==> src/otx_cfg.svh <==
`ifndef OTX_CFG_SVH
`define OTX_CFG_SVH
// channel count of the transceiver
`define OTX_WIDTH       8
// enable low means device drives
`define OTX_EN_ON       1'b0
`define OTX_EN_OFF      1'b1
// flow_select levels
`define OTX_FLOW_R2L    1'b0
`define OTX_FLOW_L2R    1'b1
// clock period in ps and turnaround gap time in ns
`define OTX_CLK_PS      4000
`define OTX_GAP_NS      20
`define OTX_GAP_CYC     ((`OTX_GAP_NS * 1000 + `OTX_CLK_PS - 1) / `OTX_CLK_PS)
`define OTX_CNT_W       4
`endif

==> src/otx_pkg.sv <==
package otx_pkg;
    typedef enum logic [2:0] {
        OTX_OFF,
        OTX_SET_DIR,
        OTX_ON,
        OTX_GAP
    } otx_state_t;
endpackage

==> src/otx_lane.sv <==
`timescale 1ns/1ps
`include "otx_cfg.svh"
// one channel pair on the host side: drives a side only while device floats it
module otx_lane (
    input  wire logic drv_left,
    input  wire logic drv_right,
    input  wire logic left_val,
    input  wire logic right_val,
    input  wire logic left_in,
    input  wire logic right_in,
    output logic      left_out,
    output logic      left_oe_n,
    output logic      right_out,
    output logic      right_oe_n,
    output logic      left_seen,
    output logic      right_seen
);
    assign left_out   = left_val;
    assign right_out  = right_val;
    assign left_oe_n  = ~drv_left;
    assign right_oe_n = ~drv_right;
    assign left_seen  = left_in;
    assign right_seen = right_in;
endmodule

==> src/otx_host.sv <==
`timescale 1ns/1ps
`include "otx_cfg.svh"
module otx_host (
    input  wire logic                   clk,
    input  wire logic                   rst_b,
    input  wire logic                   req_valid,
    input  wire logic                   req_flow,
    input  wire logic                   req_off,
    output logic                        req_ready,
    input  wire logic [`OTX_WIDTH-1:0]  tx_data,
    output logic [`OTX_WIDTH-1:0]       rx_data,
    output logic                        link_on,
    output logic                        flow_select,
    output logic                        drive_enable_n,
    input  wire logic [`OTX_WIDTH-1:0]  left_port_bit_in,
    output logic [`OTX_WIDTH-1:0]       left_port_bit_out,
    output logic [`OTX_WIDTH-1:0]       left_port_bit_oe_n,
    input  wire logic [`OTX_WIDTH-1:0]  right_port_bit_in,
    output logic [`OTX_WIDTH-1:0]       right_port_bit_out,
    output logic [`OTX_WIDTH-1:0]       right_port_bit_oe_n
);
    otx_pkg::otx_state_t state_ff, nxt_state;
    logic                     flow_ff, nxt_flow;
    logic                     en_n_ff, nxt_en_n;
    logic                     want_ff, nxt_want;
    logic [`OTX_CNT_W-1:0]    cnt_ff, nxt_cnt;
    logic [`OTX_WIDTH-1:0]    tx_ff, nxt_tx;
    logic [`OTX_WIDTH-1:0]    rx_ff, nxt_rx;
    logic                     drv_l, drv_r;
    logic [`OTX_WIDTH-1:0]    l_seen, r_seen;

    // host drives the side the device reads; driving both sides at once
    // is avoided too: host drives nothing until a direction is chosen
    assign drv_l = (state_ff == otx_pkg::OTX_ON || state_ff == otx_pkg::OTX_SET_DIR)
                   && flow_ff == `OTX_FLOW_L2R;
    assign drv_r = (state_ff == otx_pkg::OTX_ON || state_ff == otx_pkg::OTX_SET_DIR)
                   && flow_ff == `OTX_FLOW_R2L;

    assign req_ready      = (state_ff == otx_pkg::OTX_OFF) || (state_ff == otx_pkg::OTX_ON);
    assign flow_select    = flow_ff;
    assign drive_enable_n = en_n_ff;
    assign link_on        = (state_ff == otx_pkg::OTX_ON);
    assign rx_data        = rx_ff;

    // one shared control pair feeds every lane
    genvar g;
    generate
        for (g = 0; g < `OTX_WIDTH; g++) begin : g_lane
            otx_lane u_lane (
                .drv_left   (drv_l),
                .drv_right  (drv_r),
                .left_val   (tx_ff[g]),
                .right_val  (tx_ff[g]),
                .left_in    (left_port_bit_in[g]),
                .right_in   (right_port_bit_in[g]),
                .left_out   (left_port_bit_out[g]),
                .left_oe_n  (left_port_bit_oe_n[g]),
                .right_out  (right_port_bit_out[g]),
                .right_oe_n (right_port_bit_oe_n[g]),
                .left_seen  (l_seen[g]),
                .right_seen (r_seen[g])
            );
        end
    endgenerate

    always_comb begin
        nxt_state = state_ff;
        nxt_flow  = flow_ff;
        nxt_en_n  = en_n_ff;
        nxt_want  = want_ff;
        nxt_cnt   = cnt_ff;
        nxt_tx    = tx_data;
        // capture what the device drives onto the far side
        nxt_rx    = (flow_ff == `OTX_FLOW_L2R) ? r_seen : l_seen;
        unique case (state_ff)
            otx_pkg::OTX_OFF: begin
                nxt_en_n = `OTX_EN_OFF;
                if (req_valid && !req_off) begin
                    nxt_flow  = req_flow;
                    nxt_state = otx_pkg::OTX_SET_DIR;
                end
            end
            otx_pkg::OTX_SET_DIR: begin
                // direction settles one cycle before enabling
                nxt_en_n  = `OTX_EN_ON;
                nxt_state = otx_pkg::OTX_ON;
            end
            otx_pkg::OTX_ON: begin
                if (req_valid && (req_off || req_flow != flow_ff)) begin
                    // turn off before reversing so the two never fight
                    nxt_en_n  = `OTX_EN_OFF;
                    nxt_want  = !req_off;
                    nxt_flow  = flow_ff;
                    nxt_cnt   = `OTX_CNT_W'(`OTX_GAP_CYC);
                    nxt_state = otx_pkg::OTX_GAP;
                    if (!req_off) begin
                        nxt_flow = req_flow;
                    end
                end
            end
            otx_pkg::OTX_GAP: begin
                nxt_cnt = cnt_ff - `OTX_CNT_W'(1);
                if (cnt_ff == `OTX_CNT_W'(1)) begin
                    nxt_state = want_ff ? otx_pkg::OTX_SET_DIR : otx_pkg::OTX_OFF;
                end
            end
            default: begin
                nxt_state = otx_pkg::OTX_OFF;
                nxt_en_n  = `OTX_EN_OFF;
            end
        endcase
    end

    always_ff @(posedge clk or negedge rst_b) begin
        if (!rst_b) begin
            state_ff <= otx_pkg::OTX_OFF;
            flow_ff  <= `OTX_FLOW_R2L;
            en_n_ff  <= `OTX_EN_OFF;
            want_ff  <= 1'b0;
            cnt_ff   <= '0;
            tx_ff    <= '0;
            rx_ff    <= '0;
        end else begin
            state_ff <= nxt_state;
            flow_ff  <= nxt_flow;
            en_n_ff  <= nxt_en_n;
            want_ff  <= nxt_want;
            cnt_ff   <= nxt_cnt;
            tx_ff    <= nxt_tx;
            rx_ff    <= nxt_rx;
        end
    end
endmodule

==> config.mk <==
export PLATFORM = sky130hd
export DESIGN_NAME = otx_host
export DESIGN_NICKNAME = d
export VERILOG_FILES = /design/src/otx_pkg.sv /design/src/otx_lane.sv /design/src/otx_host.sv
export VERILOG_INCLUDE_DIRS = /design/src /design/src/src
export SDC_FILE = /design/constraint.sdc
export NUM_CORES = 1
export LEC_CHECK = 0
export BUFFER_PORTS_ARGS = -buffer_cell sky130_fd_sc_hd__buf_2
export CAP_MARGIN = 10
export CORE_UTILIZATION = 45
export CTS_CLUSTER_SIZE = 16
export DETAILED_ROUTE_END_ITERATION = 8
export GPL_TIMING_DRIVEN = 1
export HOLD_SLACK_MARGIN = 0.12
export PLACE_DENSITY = 0.91
export RECOVER_POWER = 100
export SLEW_MARGIN = 10
export SYNTH_ARGS = -nofsm -noshare
export SYNTH_HDL_FRONTEND = slang
export SYNTH_HIERARCHICAL = 1
export SYNTH_SLANG_ARGS = --single-unit
==> constraint.sdc <==
create_clock -name clk -period 4.85 [get_ports clk]
set_input_delay 0.97 -clock clk [delete_from_list [all_inputs] [get_ports clk]]
set_output_delay 0.97 -clock clk [all_outputs]
set_load 0.05 [all_outputs]
**Word-level counts from Yosys, hierarchy flattened**

Index checks and enable logic that the tools add are counted.
Widths: inputs -> output; s select.

- Output and inout bits: 44
- Input port bits: 29
- Bits in registers: 26

- Bitwise logic cells: 4
- Add/sub/neg operators: 1
- Mux-type cells: 14
- Reductions and logical operators: 16
- Eq/ne operators: 9

Operators by type and width:

| kind | number |
|---|---|
| $pmux 3 s4 | 1 |
| $mux 3 | 3 |
| $mux 8 | 1 |
| $pmux 4 s2 | 1 |
| $eq 3x2->1 const B | 2 |
| $reduce_and 2->1 | 3 |
| $mux 1 | 5 |
| $eq 4x1->1 const B | 1 |
| $logic_and 1x1->1 | 4 |
| $mux 4 | 1 |
| $ne 2x1->1 const B | 2 |
| $ne 2x2->1 const B | 2 |
| $not 1->1 | 4 |
| $reduce_and 4->1 | 1 |
| $reduce_bool 2->1 | 2 |
| $sub 4x1->4 const B | 1 |
| $eq 3x1->1 const B | 1 |
| $logic_not 3->1 | 1 |
| $logic_or 1x1->1 | 3 |
| $pmux 1 s3 | 1 |
| $reduce_and 3->1 | 1 |
| $pmux 1 s2 | 1 |
| $logic_not 1->1 | 1 |
| $ne 1x1->1 | 1 |

**Depth between registers and ports, before layout**

Gate-level depths: netlist (run 1).

- Depth after elaboration: 5
- Mapped depth: 6

**Modules after synthesis**

The synthesis (run 1) kept the hierarchy.

By module, submodules not included:

| module | times used | cells an instance | area an instance (um2) | seq. area each (um2) |
|---|---|---|---|---|
| otx_host | 1 | 84 | 1058.5 | 626.9 |
| otx_lane | 8 | 6 | 37.5 | 0.0 |

**Least setup slack after synthesis (run 1)**

Ideal clock, no wire load.

- Path kind: register -> output
- From: register flow_ff (netlist: flow_select)
- To: output port left_port_bit_oe_n[0]
- Path slack: 2340 ps
- Cell stages (with the launch flop): 4
- Data required time: 3880 ps
- Arrival time: 1540 ps
- Buffers on the path: 1
- Cells stage by stage: dfrtp_1 > buf_1 > and2_1 > inv_1

- Cells in the longest elaborated chain, start to end: 2

RTL lines:

| what | RTL line | source |
|---|---|---|
| start: declaration | otx_host.sv:23 | `logic flow_ff, nxt_flow;` |
| start signal: assignment | otx_host.sv:117 | `` flow_ff <= `OTX_FLOW_R2L; `` |
| start signal: assignment | otx_host.sv:125 | `flow_ff <= nxt_flow;` |
| $logic_and 1x1->1 (no source line) | - |  |
| net drv_l | otx_host.sv:29 | `logic drv_l, drv_r;` |
| $not 1->1 | otx_lane.sv:20 | `assign left_oe_n = ~drv_left;` |
| end: declaration | otx_host.sv:17 | `` output logic [`OTX_WIDTH-1:0] left_port_bit_oe_n, `` |

The timed path passes the listed nets, and every way through them passes these cells.

**Final worst setup path (run 1)**

- From: register state_ff[0]
- To: output port left_port_bit_oe_n[6]

- Cells in the longest elaborated chain, start to end: 4

RTL lines:

| what | RTL line | source |
|---|---|---|
| start: declaration | otx_host.sv:22 | `otx_pkg::otx_state_t state_ff, nxt_state;` |
| start signal: assignment | otx_host.sv:116 | `state_ff <= otx_pkg::OTX_OFF;` |
| start signal: assignment | otx_host.sv:124 | `state_ff <= nxt_state;` |
| $eq 3x2->1 or $eq 3x1->1 (tied branches) | otx_host.sv:34 | `assign drv_l = (state_ff == otx_pkg::OTX_ON \|\| state_ff == otx_pkg::OTX_SET_DIR)` |
| $logic_or 1x1->1 * | otx_host.sv:34 |  |
| $logic_and 1x1->1 (no source line) * | - |  |
| net drv_l | otx_host.sv:29 |  |
| $not 1->1 * | otx_lane.sv:20 |  |

Mark *: on every way through the listed nets, which the timed path passes. The rest lies on a longest branch.

==> metrics.md, run 1 <==
| Metric | Value |
|---|---|
| Post-synthesis compound-gate area fraction | 7.18% |
| CTS tree | yes |
| # hold bufs at CTS | 0 |
| Core footprint | 2810 um^2 |
| Largest cells by area after synthesis | dfrtp_1, buf_4, mux2_2 |
| Fmax | 345 MHz |
| Initial core utilization | 48.4% |
| Final nets | 210 |
| Post-synthesis simple-gate area fraction | 6.35% |
| Dominant register cell in the synthesized netlist | dfrtp_1 |
| Final setup viols | 0 |
| Largest family of logic cells by synthesized area | buffers and inverters |
| Die Ht | 57.0 um |
| Avg Cell Area, Syn | 10.3 um^2 |
| Clock Latency Late Sink | 320 ps |
| Post-synthesis xor/xnor area fraction | 0.645% |
| Final worst-path cycle share | 59.8% |
| Min-delay src | drive_enable_n$_DFFE_PN1P_ |
| Distinct cells, synth | 29 |
| Req. time, crit path | 3880 ps |
| DR WL/cell | 11.4 um |
| WS Path Type | register to output pin |
| Syn. warnings | 6 |
| Pin count of the biggest net entering global routing | 26 |
| DRC | 10 |
| Hold path depth | 2 |
| Iteration-0 DRC Markers | 40 |
| CP startpoint kind | register |
| Postcts setup bufs | 0 |
| Critical path's largest stage delay | 460 ps |
| Yosys top cell area share | 44.2% |
| Setup TNS | 0 ps |
| Cts repair resizes | 0 |
| R2r endpoint | state_ff[1]$_DFFE_PN0P_ |
| Post-route ant nets | 0 |
| Post-synthesis adder-cell area fraction | 5.52% |
| Final min period | 2900 ps |
| Vias | 964 |
| Vias in the first global route | 965 |
| CTS buffer count | 3 |
| Failing checks | design-rule violations |
| Synth area leader | dfrtp_1 |
| Seq/Total Area, Yosys | 46.1% |
| Multiplexer area fraction after synthesis | 9.30% |
| Total GRT Usage | 16.0% |
| Status | complete, but fails checks |
| DRT Pass-1 Iters | 6 |
| Final WL | 2.34 mm |
| Slew HR | 14.6% |
| IO Pins | 73 |
| Die X | 57.0 um |
| GRT overflow | 0 |
| Critical-path cell list | inv_1, ha_1, and2_0, inv_1, clkbuf_1 |
| Number of diodes | 0 |
| Critical R2R Launch | state_ff[0]$_DFFE_PN0P_ |
| R2R Setup Slk | 2810 ps |
| Clock skew | 6.21 ps |
| Final HPWL DP | 1.81 mm |
| FFs w/ async S/R, synth | 100% |
| Final Max Slew Viols | 0 |
| RePlAce Congestion | 0.822 |
| Final Hold Vio Count | 0 |
| Vias/cell | 4.70 |
| Worst Hold Path EP | drive_enable_n$_DFFE_PN1P_ |
| Worst endpoint data arrival time | 1930 ps |
| Maximum buffer depth of the clock tree | 2 |
| Clk sinks | 25 |
| CTS H-tree lvls | 1 |
| Flops & latches, synth | 25 |
| FILL cells | 295 |
| Number of synthesized flops with an enable pin | 0 |
| Top cell by count, worst path | inv_1 |
| MaxCap Viol Count | 0 |
| Critical Path Fanout Max | 8 |
| Worst slew pin tran | 1280 ps |
| Area grow syn2layout | 8.84% |
| Hold Path Class | register to register |
| Crit-path slowest cell | clkbuf_1 |
| Initial antenna violation count | 0 |
| PortBufs | 72 |
| Die footprint | 3240 um^2 |
| Syn Inst Count | 132 |
| Layout cells sized above 1 | 24.7% |
| CTS root buffer | clkbuf_4 |
| Post-Syn Area | 1360 um^2 |
| R2R cell count | 6 |
| RSZ-0062 raised after global routing | no |
| Syn_nets | 167 |
| Clock Pin Slew Worst Setup and Hold Paths | 140 ps |
| FP Rows | 19 |
| Crit. End Element | output pin |
| Global-route wire length before repair | 3.98 mm |
==> kinds of logic (layout without fill, tap and decap cells) <==
family	after synthesis	after routing
multiplexers	11	11
XOR/XNOR	1	1
AO/OA/AOI/OAI	15	15
AND/OR/NAND/NOR	16	16
buffers and inverters	58	100
flip-flops	25	25
adder cells (fa/ha/maj)	6	6
==> flip-flops by register name, summed over array words and instances, names as in the netlist <==
| signal | count |
|---|---|
| cnt_ff | 4 |
| drive_enable_n | 1 |
| flow_select | 1 |
| rx_data | 8 |
| state_ff | 2 |
| tx_ff | 8 |
| want_ff | 1 |
==> layer usage <==
metal | GRT usage [%] | share of wire (%) | routed length, um | vias up
met2 | 28.4 | 46 | 1070 | 63
met1 | 18.5 | 44 | 1030 | 429
met3 | 2.49 | 8.2 | 192 | 4
met5 | 0 | 0 | 0 | -
li1 | - | - | - | 468
met4 | 8.36 | 2.0 | 48 | 0
==> stage by stage <==
step | hold slack [ps] | utilization [%] | instance area [um^2] | worst slack [ps] | cells
floorplan | 488 | - | 1360 | 2340 | 132
global placement | 493 | 53.8 | 1510 | 2490 | 201
detailed placement | 526 | 53.8 | 1510 | 2450 | 201
CTS | 546 | 54.8 | 1540 | 2040 | 205
global route | 584 | 52.7 | 1480 | 1780 | 205
finish | 551 | 52.7 | 1480 | 1950 | 205
==> final cells by class <==
class / count / area, um^2 / share of cell area, %
flip-flops and latches: 25 / 627 / 42.4
multi-input cells: 49 / 390 / 26.4
well taps: 31 / 38.8 / 2.62
repair buffers: 72 / 305 / 20.6
clock buffers: 3 / 22.5 / 1.52
clock inverters: 1 / 5.00 / 0.338
inverters: 24 / 90.1 / 6.09
==> worst max-delay path: cells and delay by family (launching register included) <==
kind | cells | cell delay (ps)
buffers and inverters | 3 | 630
DFF | 1 | 400
adders and majority gates | 1 | 310
and+or+nand+nor | 1 | 250
==> worst max path at each step <==
| stage | startpoint | end | cells after the start |
|---|---|---|---|
| 2_1_floorplan | flow_select$_DFFE_PN0P_ | left_port_bit_oe_n[0] | 3 |
| 3_3_place_gp | state_ff[1]$_DFFE_PN0P_ | right_port_bit_oe_n[0] | 5 |
| 3_5_place_dp | state_ff[1]$_DFFE_PN0P_ | right_port_bit_oe_n[4] | 5 |
| 4_1_cts | state_ff[1]$_DFFE_PN0P_ | right_port_bit_oe_n[4] | 5 |
| 5_1_grt | state_ff[1]$_DFFE_PN0P_ | left_port_bit_oe_n[0] | 5 |
| 6_report | state_ff[0]$_DFFE_PN0P_ | left_port_bit_oe_n[6] | 5 |
==> Yosys cell counts (2+ instances only) <==
| cell type | n |
|---|---|
| a21oi_1 | 3 |
| a31oi_1 | 2 |
| buf_1 | 2 |
| buf_4 | 32 |
| dfrtp_1 | 24 |
| ha_1 | 6 |
| inv_1 | 24 |
| mux2_2 | 9 |
| nand2_1 | 3 |
| nand2b_1 | 2 |
| nor2b_1 | 2 |
| nor3_1 | 3 |
| o21ai_0 | 4 |
==> layout by cell type (no fill, tap or decap), drive strengths merged, types with 3 or more instances in the layout <==
master	synthesis	final
dfrtp	24	24
ha	6	6
clkbuf	0	47
inv	24	24
nand2	3	3
o21ai	4	4
a21oi	3	3
nor3	3	3
buf	34	28
mux2	10	10
Power of run 1 is left out: the tool's default activity adds up to more than one toggle a clock period on the data nets, which glitch-free logic cannot reach.
==> inputs of run 2 (changes only) <==
--- a/config.mk
+++ b/config.mk
@@ -8,12 +8,12 @@
 export LEC_CHECK = 0
 export BUFFER_PORTS_ARGS = -buffer_cell sky130_fd_sc_hd__buf_2
 export CAP_MARGIN = 10
-export CORE_UTILIZATION = 45
+export CORE_UTILIZATION = 44
 export CTS_CLUSTER_SIZE = 16
 export DETAILED_ROUTE_END_ITERATION = 8
 export GPL_TIMING_DRIVEN = 1
 export HOLD_SLACK_MARGIN = 0.12
-export PLACE_DENSITY = 0.91
+export PLACE_DENSITY = 0.9
 export RECOVER_POWER = 100
 export SLEW_MARGIN = 10
 export SYNTH_ARGS = -nofsm -noshare
==> constraint.sdc (replaced) <==
create_clock -name clk -period 2.8 [get_ports clk]
set_input_delay 0.56 -clock clk [delete_from_list [all_inputs] [get_ports clk]]
set_output_delay 0.56 -clock clk [all_outputs]
set_load 0.05 [all_outputs]
==> run 2 against run 1 <==
Critical endpoint is now left_port_bit_oe_n[3]. The run still ends with design-rule violations left. Non-clock buffer count unchanged. First-iteration DRC count shrank 35%. Critical path depth stayed put. Core utilization is 0.089 points lower. Critical path type unchanged. Flip-flop and latch count is the same.
==> metrics.md, run 2 (synthesized netlist as in run 1, its figures left out) <==
| Metric | Value |
|---|---|
| Status | complete, but fails checks |
| Failing checks | design-rule violations |
| Global-route wire length before repair | 3.43 mm (-14%) |
| Iteration-0 DRC Markers | 26 (-35%) |
| Met2 GRT Util | 23.9% (-4.5 points) |
| Final HPWL DP | 1.77 mm (-2.1%) |
| Pin count of the biggest net entering global routing | 26 (unchanged) |
| Delay-heaviest family, CP | buffers and inverters |
| Clock Latency Late Sink | 310 ps (about the same) |
| Worst slew pin tran | 1290 ps (+8.76 ps) |
| CTS tree | yes |
| Critical R2R Launch | state_ff[0]$_DFFE_PN0P_ |
| Number of diodes | 0 (unchanged) |
| Fmax | 398 MHz |
| Design area | 1490 um^2 (+0.68%) |
| Setup TNS | 0 ps (unchanged) |
| PortBufs | 72 (unchanged) |
| Final worst-path cycle share | 89.7% |
| WS Path Type | register to output pin |
| Crit. End Element | output pin |
| Multi-input gate area | 390 um^2 (unchanged) |
| Die footprint | 3310 um^2 (+2.2%) |
| Critical Path Fanout Max | 8 (unchanged) |
| Most frequent cells in the layout | clkbuf_1, buf_2, inv_1, dfrtp_1 |
| FILL cells | 269 (-8.8%) |
| Total GRT Usage | 13.7% (-2.2 points) |
| Postcts setup bufs | 0 (unchanged) |
| Final nets | 210 (unchanged) |
| GRT overflow | 0 (unchanged) |
| Final min period | 2510 ps |
| Slew HR | 14.0% (-0.58 points) |
| Hold path depth | 1 (-1) |
| Met3 global-route usage | 5.44% (+2.9 points) |
| Critical-path cell list | inv_1, ha_1, and2_0, inv_1, clkbuf_1 |
| Layout cells sized above 1 | 28.7% (+4.0 points) |
| DRT Pass-1 Iters | 6 (unchanged) |
| Critical path's largest stage delay | 460 ps (about the same) |
| Top cell by count, worst path | inv_1 |
| Clock skew | 1.56 ps (-4.65 ps) |
| Maximum buffer depth of the clock tree | 2 (unchanged) |
| Final WL | 2.26 mm (-3.6%) |
| Initial core utilization | 48.0% (-0.41 points) |
| Final setup viols | 0 (unchanged) |
| Final Max Slew Viols | 0 (unchanged) |
| Post-route ant nets | 0 (unchanged) |
| RSZ-0062 raised after global routing | no |
| Cts repair resizes | 0 (unchanged) |
| Vias | 972 (+0.83%) |
| WP buf/inv | 3 (unchanged) |
| R2r endpoint | state_ff[1]$_DFFE_PN0P_ |
| RePlAce Congestion | 0.739 (-10%) |
| Sequential cell area | 627 um^2 (unchanged) |
| R2R cell count | 6 (unchanged) |
| # hold bufs at CTS | 0 (unchanged) |
| CTS H-tree lvls | 1 (unchanged) |
| CTS root buffer | clkbuf_4 |
| Clock Pin Slew Worst Setup and Hold Paths | 130 ps (about the same) |
| MaxCap Viol Count | 0 (unchanged) |
| FP Rows | 19 (unchanged) |
| Die Ht | 57.6 um (+1.1%) |
| Vias in the first global route | 827 (-14%) |
| Worst Hold Path EP | tx_ff[4]$_DFF_PN0_ |
| Min-delay src | tx_data[4] |
| DR WL/cell | 11.0 um (-3.6%) |
| Most used routing layer | met2 |
| Hold Path Class | input pin to register |
| Area grow syn2layout | 9.58% |
| Vias/cell | 4.74 (+0.83%) |
| Crit-path slowest cell | clkbuf_1 |
| Initial antenna violation count | 0 (unchanged) |
| Final Hold Vio Count | 0 (unchanged) |
| Levels on crit path | 5 (unchanged) |
| Die X | 57.6 um (+1.1%) |
| Met1 Resource Use GR | 15.1% (-3.4 points) |
| CTS buffer count | 3 (unchanged) |
| Clk sinks | 25 (unchanged) |
| Commonest non-fill, non-tap cell in the layout | clkbuf_1 |
| CP startpoint kind | register |
| Core footprint | 2830 um^2 (+0.85%) |
| Req. time, crit path | 2240 ps (-1640 ps) |
| IO Pins | 73 (unchanged) |
| DP Area | 1510 um^2 (unchanged) |
| R2R Setup Slk | 770 ps (-2040 ps) |
| DRC | 7 (-3) |
| Worst endpoint data arrival time | 1950 ps (+20 ps) |
==> run 2: cell counts in the layout (fill, tap and decap cells not counted) <==
No cell type changed its count.
==> run 2: cell type report <==
class                   instances  area share [%]
clock buffers                   3            1.51
clock inverters                 1           0.336
inverters                      24            6.05
multi-input cells              49            26.2
flip-flops and latches         25            42.1
well taps                      31            2.61
repair buffers                 72            21.2
==> run 2: worst reg2reg max path: stages (launching register included) <==
cell and delay, ps:
dfrtp_1 420, inv_1 110, ha_1 300, inv_1 120, o22ai_1 420, a221o_1 240
mux2_1 330
==> run 2: worst max-delay path by stage <==
stage	startpoint	endpoint	slack, ps
6_report	state_ff[0]$_DFFE_PN0P_	left_port_bit_oe_n[3]	290
5_1_grt	state_ff[0]$_DFFE_PN0P_	left_port_bit_oe_n[1]	150
4_1_cts	state_ff[1]$_DFFE_PN0P_	right_port_bit_oe_n[4]	410
3_5_place_dp	state_ff[1]$_DFFE_PN0P_	right_port_bit_oe_n[4]	780
3_3_place_gp	state_ff[1]$_DFFE_PN0P_	right_port_bit_oe_n[7]	840
2_1_floorplan	state_ff[0]$_DFFE_PN0P_	state_ff[1]$_DFFE_PN0P_	650
==> run 2: through the flow <==
step / hold slack [ps] / setup slack [ps] / std cells / util, %
after CTS: 221 / 406 / 205 / 54.4
after detailed placement: 516 / 781 / 201 / 53.4
after global routing: 317 / 145 / 205 / 52.6
after floorplan: 264 / 653 / 132 / -
final: 340 / 289 / 205 / 52.6
after global placement: 490 / 844 / 201 / 53.4
==> run 2: layer usage <==
layer | up-vias | wire [um]
li1 | 468 | -
met1 | 443 | 897
met2 | 61 | 1080
met3 | 0 | 279
met4 | 0 | 0
met5 | - | 0
Power of run 2 is left out for the same reason.
==> inputs of run 3 (changes only) <==
==> constraint.sdc (replaced) <==
create_clock -name clk -period 2.8 [get_ports clk]
set_input_delay 0.7 -clock clk [delete_from_list [all_inputs] [get_ports clk]]
set_output_delay 0.7 -clock clk [all_outputs]
set_load 0.05 [all_outputs]
==> run 3 against run 2 <==
Final cell count is the same. The run still ends with design-rule violations left. Highest routed layer unchanged. Fmax shrank 2.6%. Clock skew shrank 0.69 ps. Sequential share of layout area shrank 0.25 points. Design area grew 0.59%. Core utilization grew 0.31 points. Wire length grew 0.53%. Critical path type unchanged. Critical path depth is the same. Setup slack lost 67 ps. Die area is the same. Count of clock-buffer cells in the layout is the same. First-iteration DRC count shrank 3.8%.
==> metrics.md, run 3 (synthesized netlist as in run 1, its figures left out) <==
| Metric | Value |
|---|---|
| Initial antenna violation count | 0 (unchanged) |
| Vias in the first global route | 827 (unchanged) |
| Number of diodes | 0 (unchanged) |
| Top cell by count, worst path | inv_1 |
| Total GRT Usage | 13.7% (unchanged) |
| Fmax | 388 MHz (-2.6%) |
| Pin count of the biggest net entering global routing | 26 (unchanged) |
| R2R Setup Slk | 770 ps (about the same) |
| Clock Pin Slew Worst Setup and Hold Paths | 130 ps (about the same) |
| RSZ-0062 raised after global routing | no |
| Worst Setup SP | state_ff[1]$_DFFE_PN0P_ |
| CTS tree | yes |
| Die Ht | 57.6 um (unchanged) |
| Sequential cell area | 627 um^2 (unchanged) |
| Maximum buffer depth of the clock tree | 2 (unchanged) |
| WS Path Type | register to output pin |
| Core footprint | 2830 um^2 (unchanged) |
| Req. time, crit path | 2100 ps (-140 ps) |
| Die footprint | 3310 um^2 (unchanged) |
| Met1 Resource Use GR | 15.1% (unchanged) |
| DRT Pass-1 Iters | 6 (unchanged) |
| Final min period | 2580 ps (+67.0 ps) |
| Critical-path cell list | inv_1, ha_1, nor2b_1, inv_1, clkbuf_2 |
| Critical R2R Launch | state_ff[0]$_DFFE_PN0P_ |
| # hold bufs at CTS | 0 (unchanged) |
| FP Rows | 19 (unchanged) |
| Final Hold Vio Count | 0 (unchanged) |
| Area grow syn2layout | 10.2% |
| Final HPWL DP | 1.77 mm (unchanged) |
| Multi-input gate area | 390 um^2 (unchanged) |
| Final setup viols | 0 (unchanged) |
| Delay-heaviest family, CP | flip-flops |
| CTS root buffer | clkbuf_4 |
| Postcts setup bufs | 0 (unchanged) |
| Commonest non-fill, non-tap cell in the layout | clkbuf_1 |
| DRC | 7 (unchanged) |
| Clock skew | 0.873 ps (-0.689 ps) |
| Levels on crit path | 5 (unchanged) |
| Final WL | 2.27 mm (+0.53%) |
| Final nets | 210 (unchanged) |
| Vias/cell | 4.73 (-0.21%) |
| CP endpoint | right_port_bit_oe_n[4] |
| Die X | 57.6 um (unchanged) |
| Initial core utilization | 48.0% (unchanged) |
| Post-route ant nets | 0 (unchanged) |
| Failing checks | design-rule violations |
| GRT overflow | 0 (unchanged) |
| Met2 GRT Util | 23.9% (unchanged) |
| Slew HR | 14.0% (+0.041 points) |
| DR WL/cell | 11.1 um (+0.53%) |
| Iteration-0 DRC Markers | 25 (-3.8%) |
| CTS buffer count | 3 (unchanged) |
| Crit-path slowest cell | dfrtp_1 |
| Clk sinks | 25 (unchanged) |
| Met3 global-route usage | 5.44% (unchanged) |
| PortBufs | 72 (unchanged) |
| Setup TNS | 0 ps (unchanged) |
| R2r endpoint | state_ff[1]$_DFFE_PN0P_ |
| Hold Path Class | input pin to register |
| WP buf/inv | 3 (unchanged) |
| Cts repair resizes | 0 (unchanged) |
| Critical Path Fanout Max | 8 (unchanged) |
| Global-route wire length before repair | 3.43 mm (unchanged) |
| RePlAce Congestion | 0.739 (about the same) |
| Most used routing layer | met2 |
| Final worst-path cycle share | 92.1% (+2.4 points) |
| FILL cells | 263 (-2.2%) |
| R2R cell count | 6 (unchanged) |
| MaxCap Viol Count | 0 (unchanged) |
| Clock Latency Late Sink | 310 ps (about the same) |
| Status | complete, but fails checks |
| CTS H-tree lvls | 1 (unchanged) |
| Crit. End Element | output pin |
| Worst endpoint data arrival time | 1880 ps (-70 ps) |
| CP startpoint kind | register |
| Critical path's largest stage delay | 420 ps (-40 ps) |
| Worst slew pin tran | 1290 ps (-0.615 ps) |
| Most frequent cells in the layout | clkbuf_1, buf_2, inv_1, dfrtp_1, clkbuf_2 |
| Vias | 970 (-0.21%) |
| Layout cells sized above 1 | 32.8% (+4.0 points) |
| IO Pins | 73 (unchanged) |
| Final Max Slew Viols | 0 (unchanged) |
run 3: cell counts in the layout (fill, tap and decap cells not counted):
No cell type changed its count.
run 3: worst min path at each step:
stage                                     from                    endpoint  slack (ps)  cells past startpoint
global placement    drive_enable_n$_DFFE_PN1P_  drive_enable_n$_DFFE_PN1P_         490                      2
CTS                                      rst_b          tx_ff[5]$_DFF_PN0_         360                      1
global route                        tx_data[6]          tx_ff[6]$_DFF_PN0_         460                      1
finish                              tx_data[4]          tx_ff[4]$_DFF_PN0_         480                      1
detailed placement  drive_enable_n$_DFFE_PN1P_  drive_enable_n$_DFFE_PN1P_         520                      2
floorplan                                rst_b       cnt_ff[0]$_DFFE_PN0P_         400                      0
run 3: routing by layer:
layer,vias to the layer above,part of all wire (%),wire [um]
met3,0,12,275
li1,468,-,-
met2,61,48,1090
met5,-,0,0
met4,0,0,0
met1,441,40,908
run 3: layout make-up:
| type | count | area share, % |
|---|---|---|
| repair buffers | 72 | 21.6 |
| clock inverters | 1 | 0.334 |
| well taps | 31 | 2.59 |
| flip-flops and latches | 25 | 41.9 |
| multi-input cells | 49 | 26.1 |
| inverters | 24 | 6.02 |
| clock buffers | 3 | 1.50 |
run 3: per-stage QoR:
step	util (%)	hold slack (ps)	instances	setup slack [ps]	cell area (um^2)
floorplan	-	404	132	560	1360
global placement	53.4	490	201	704	1510
detailed placement	53.4	516	201	641	1510
CTS	54.4	361	205	266	1540
global route	52.9	457	205	68.6	1500
finish	52.9	480	205	222	1500
Power of run 3 is left out for the same reason.
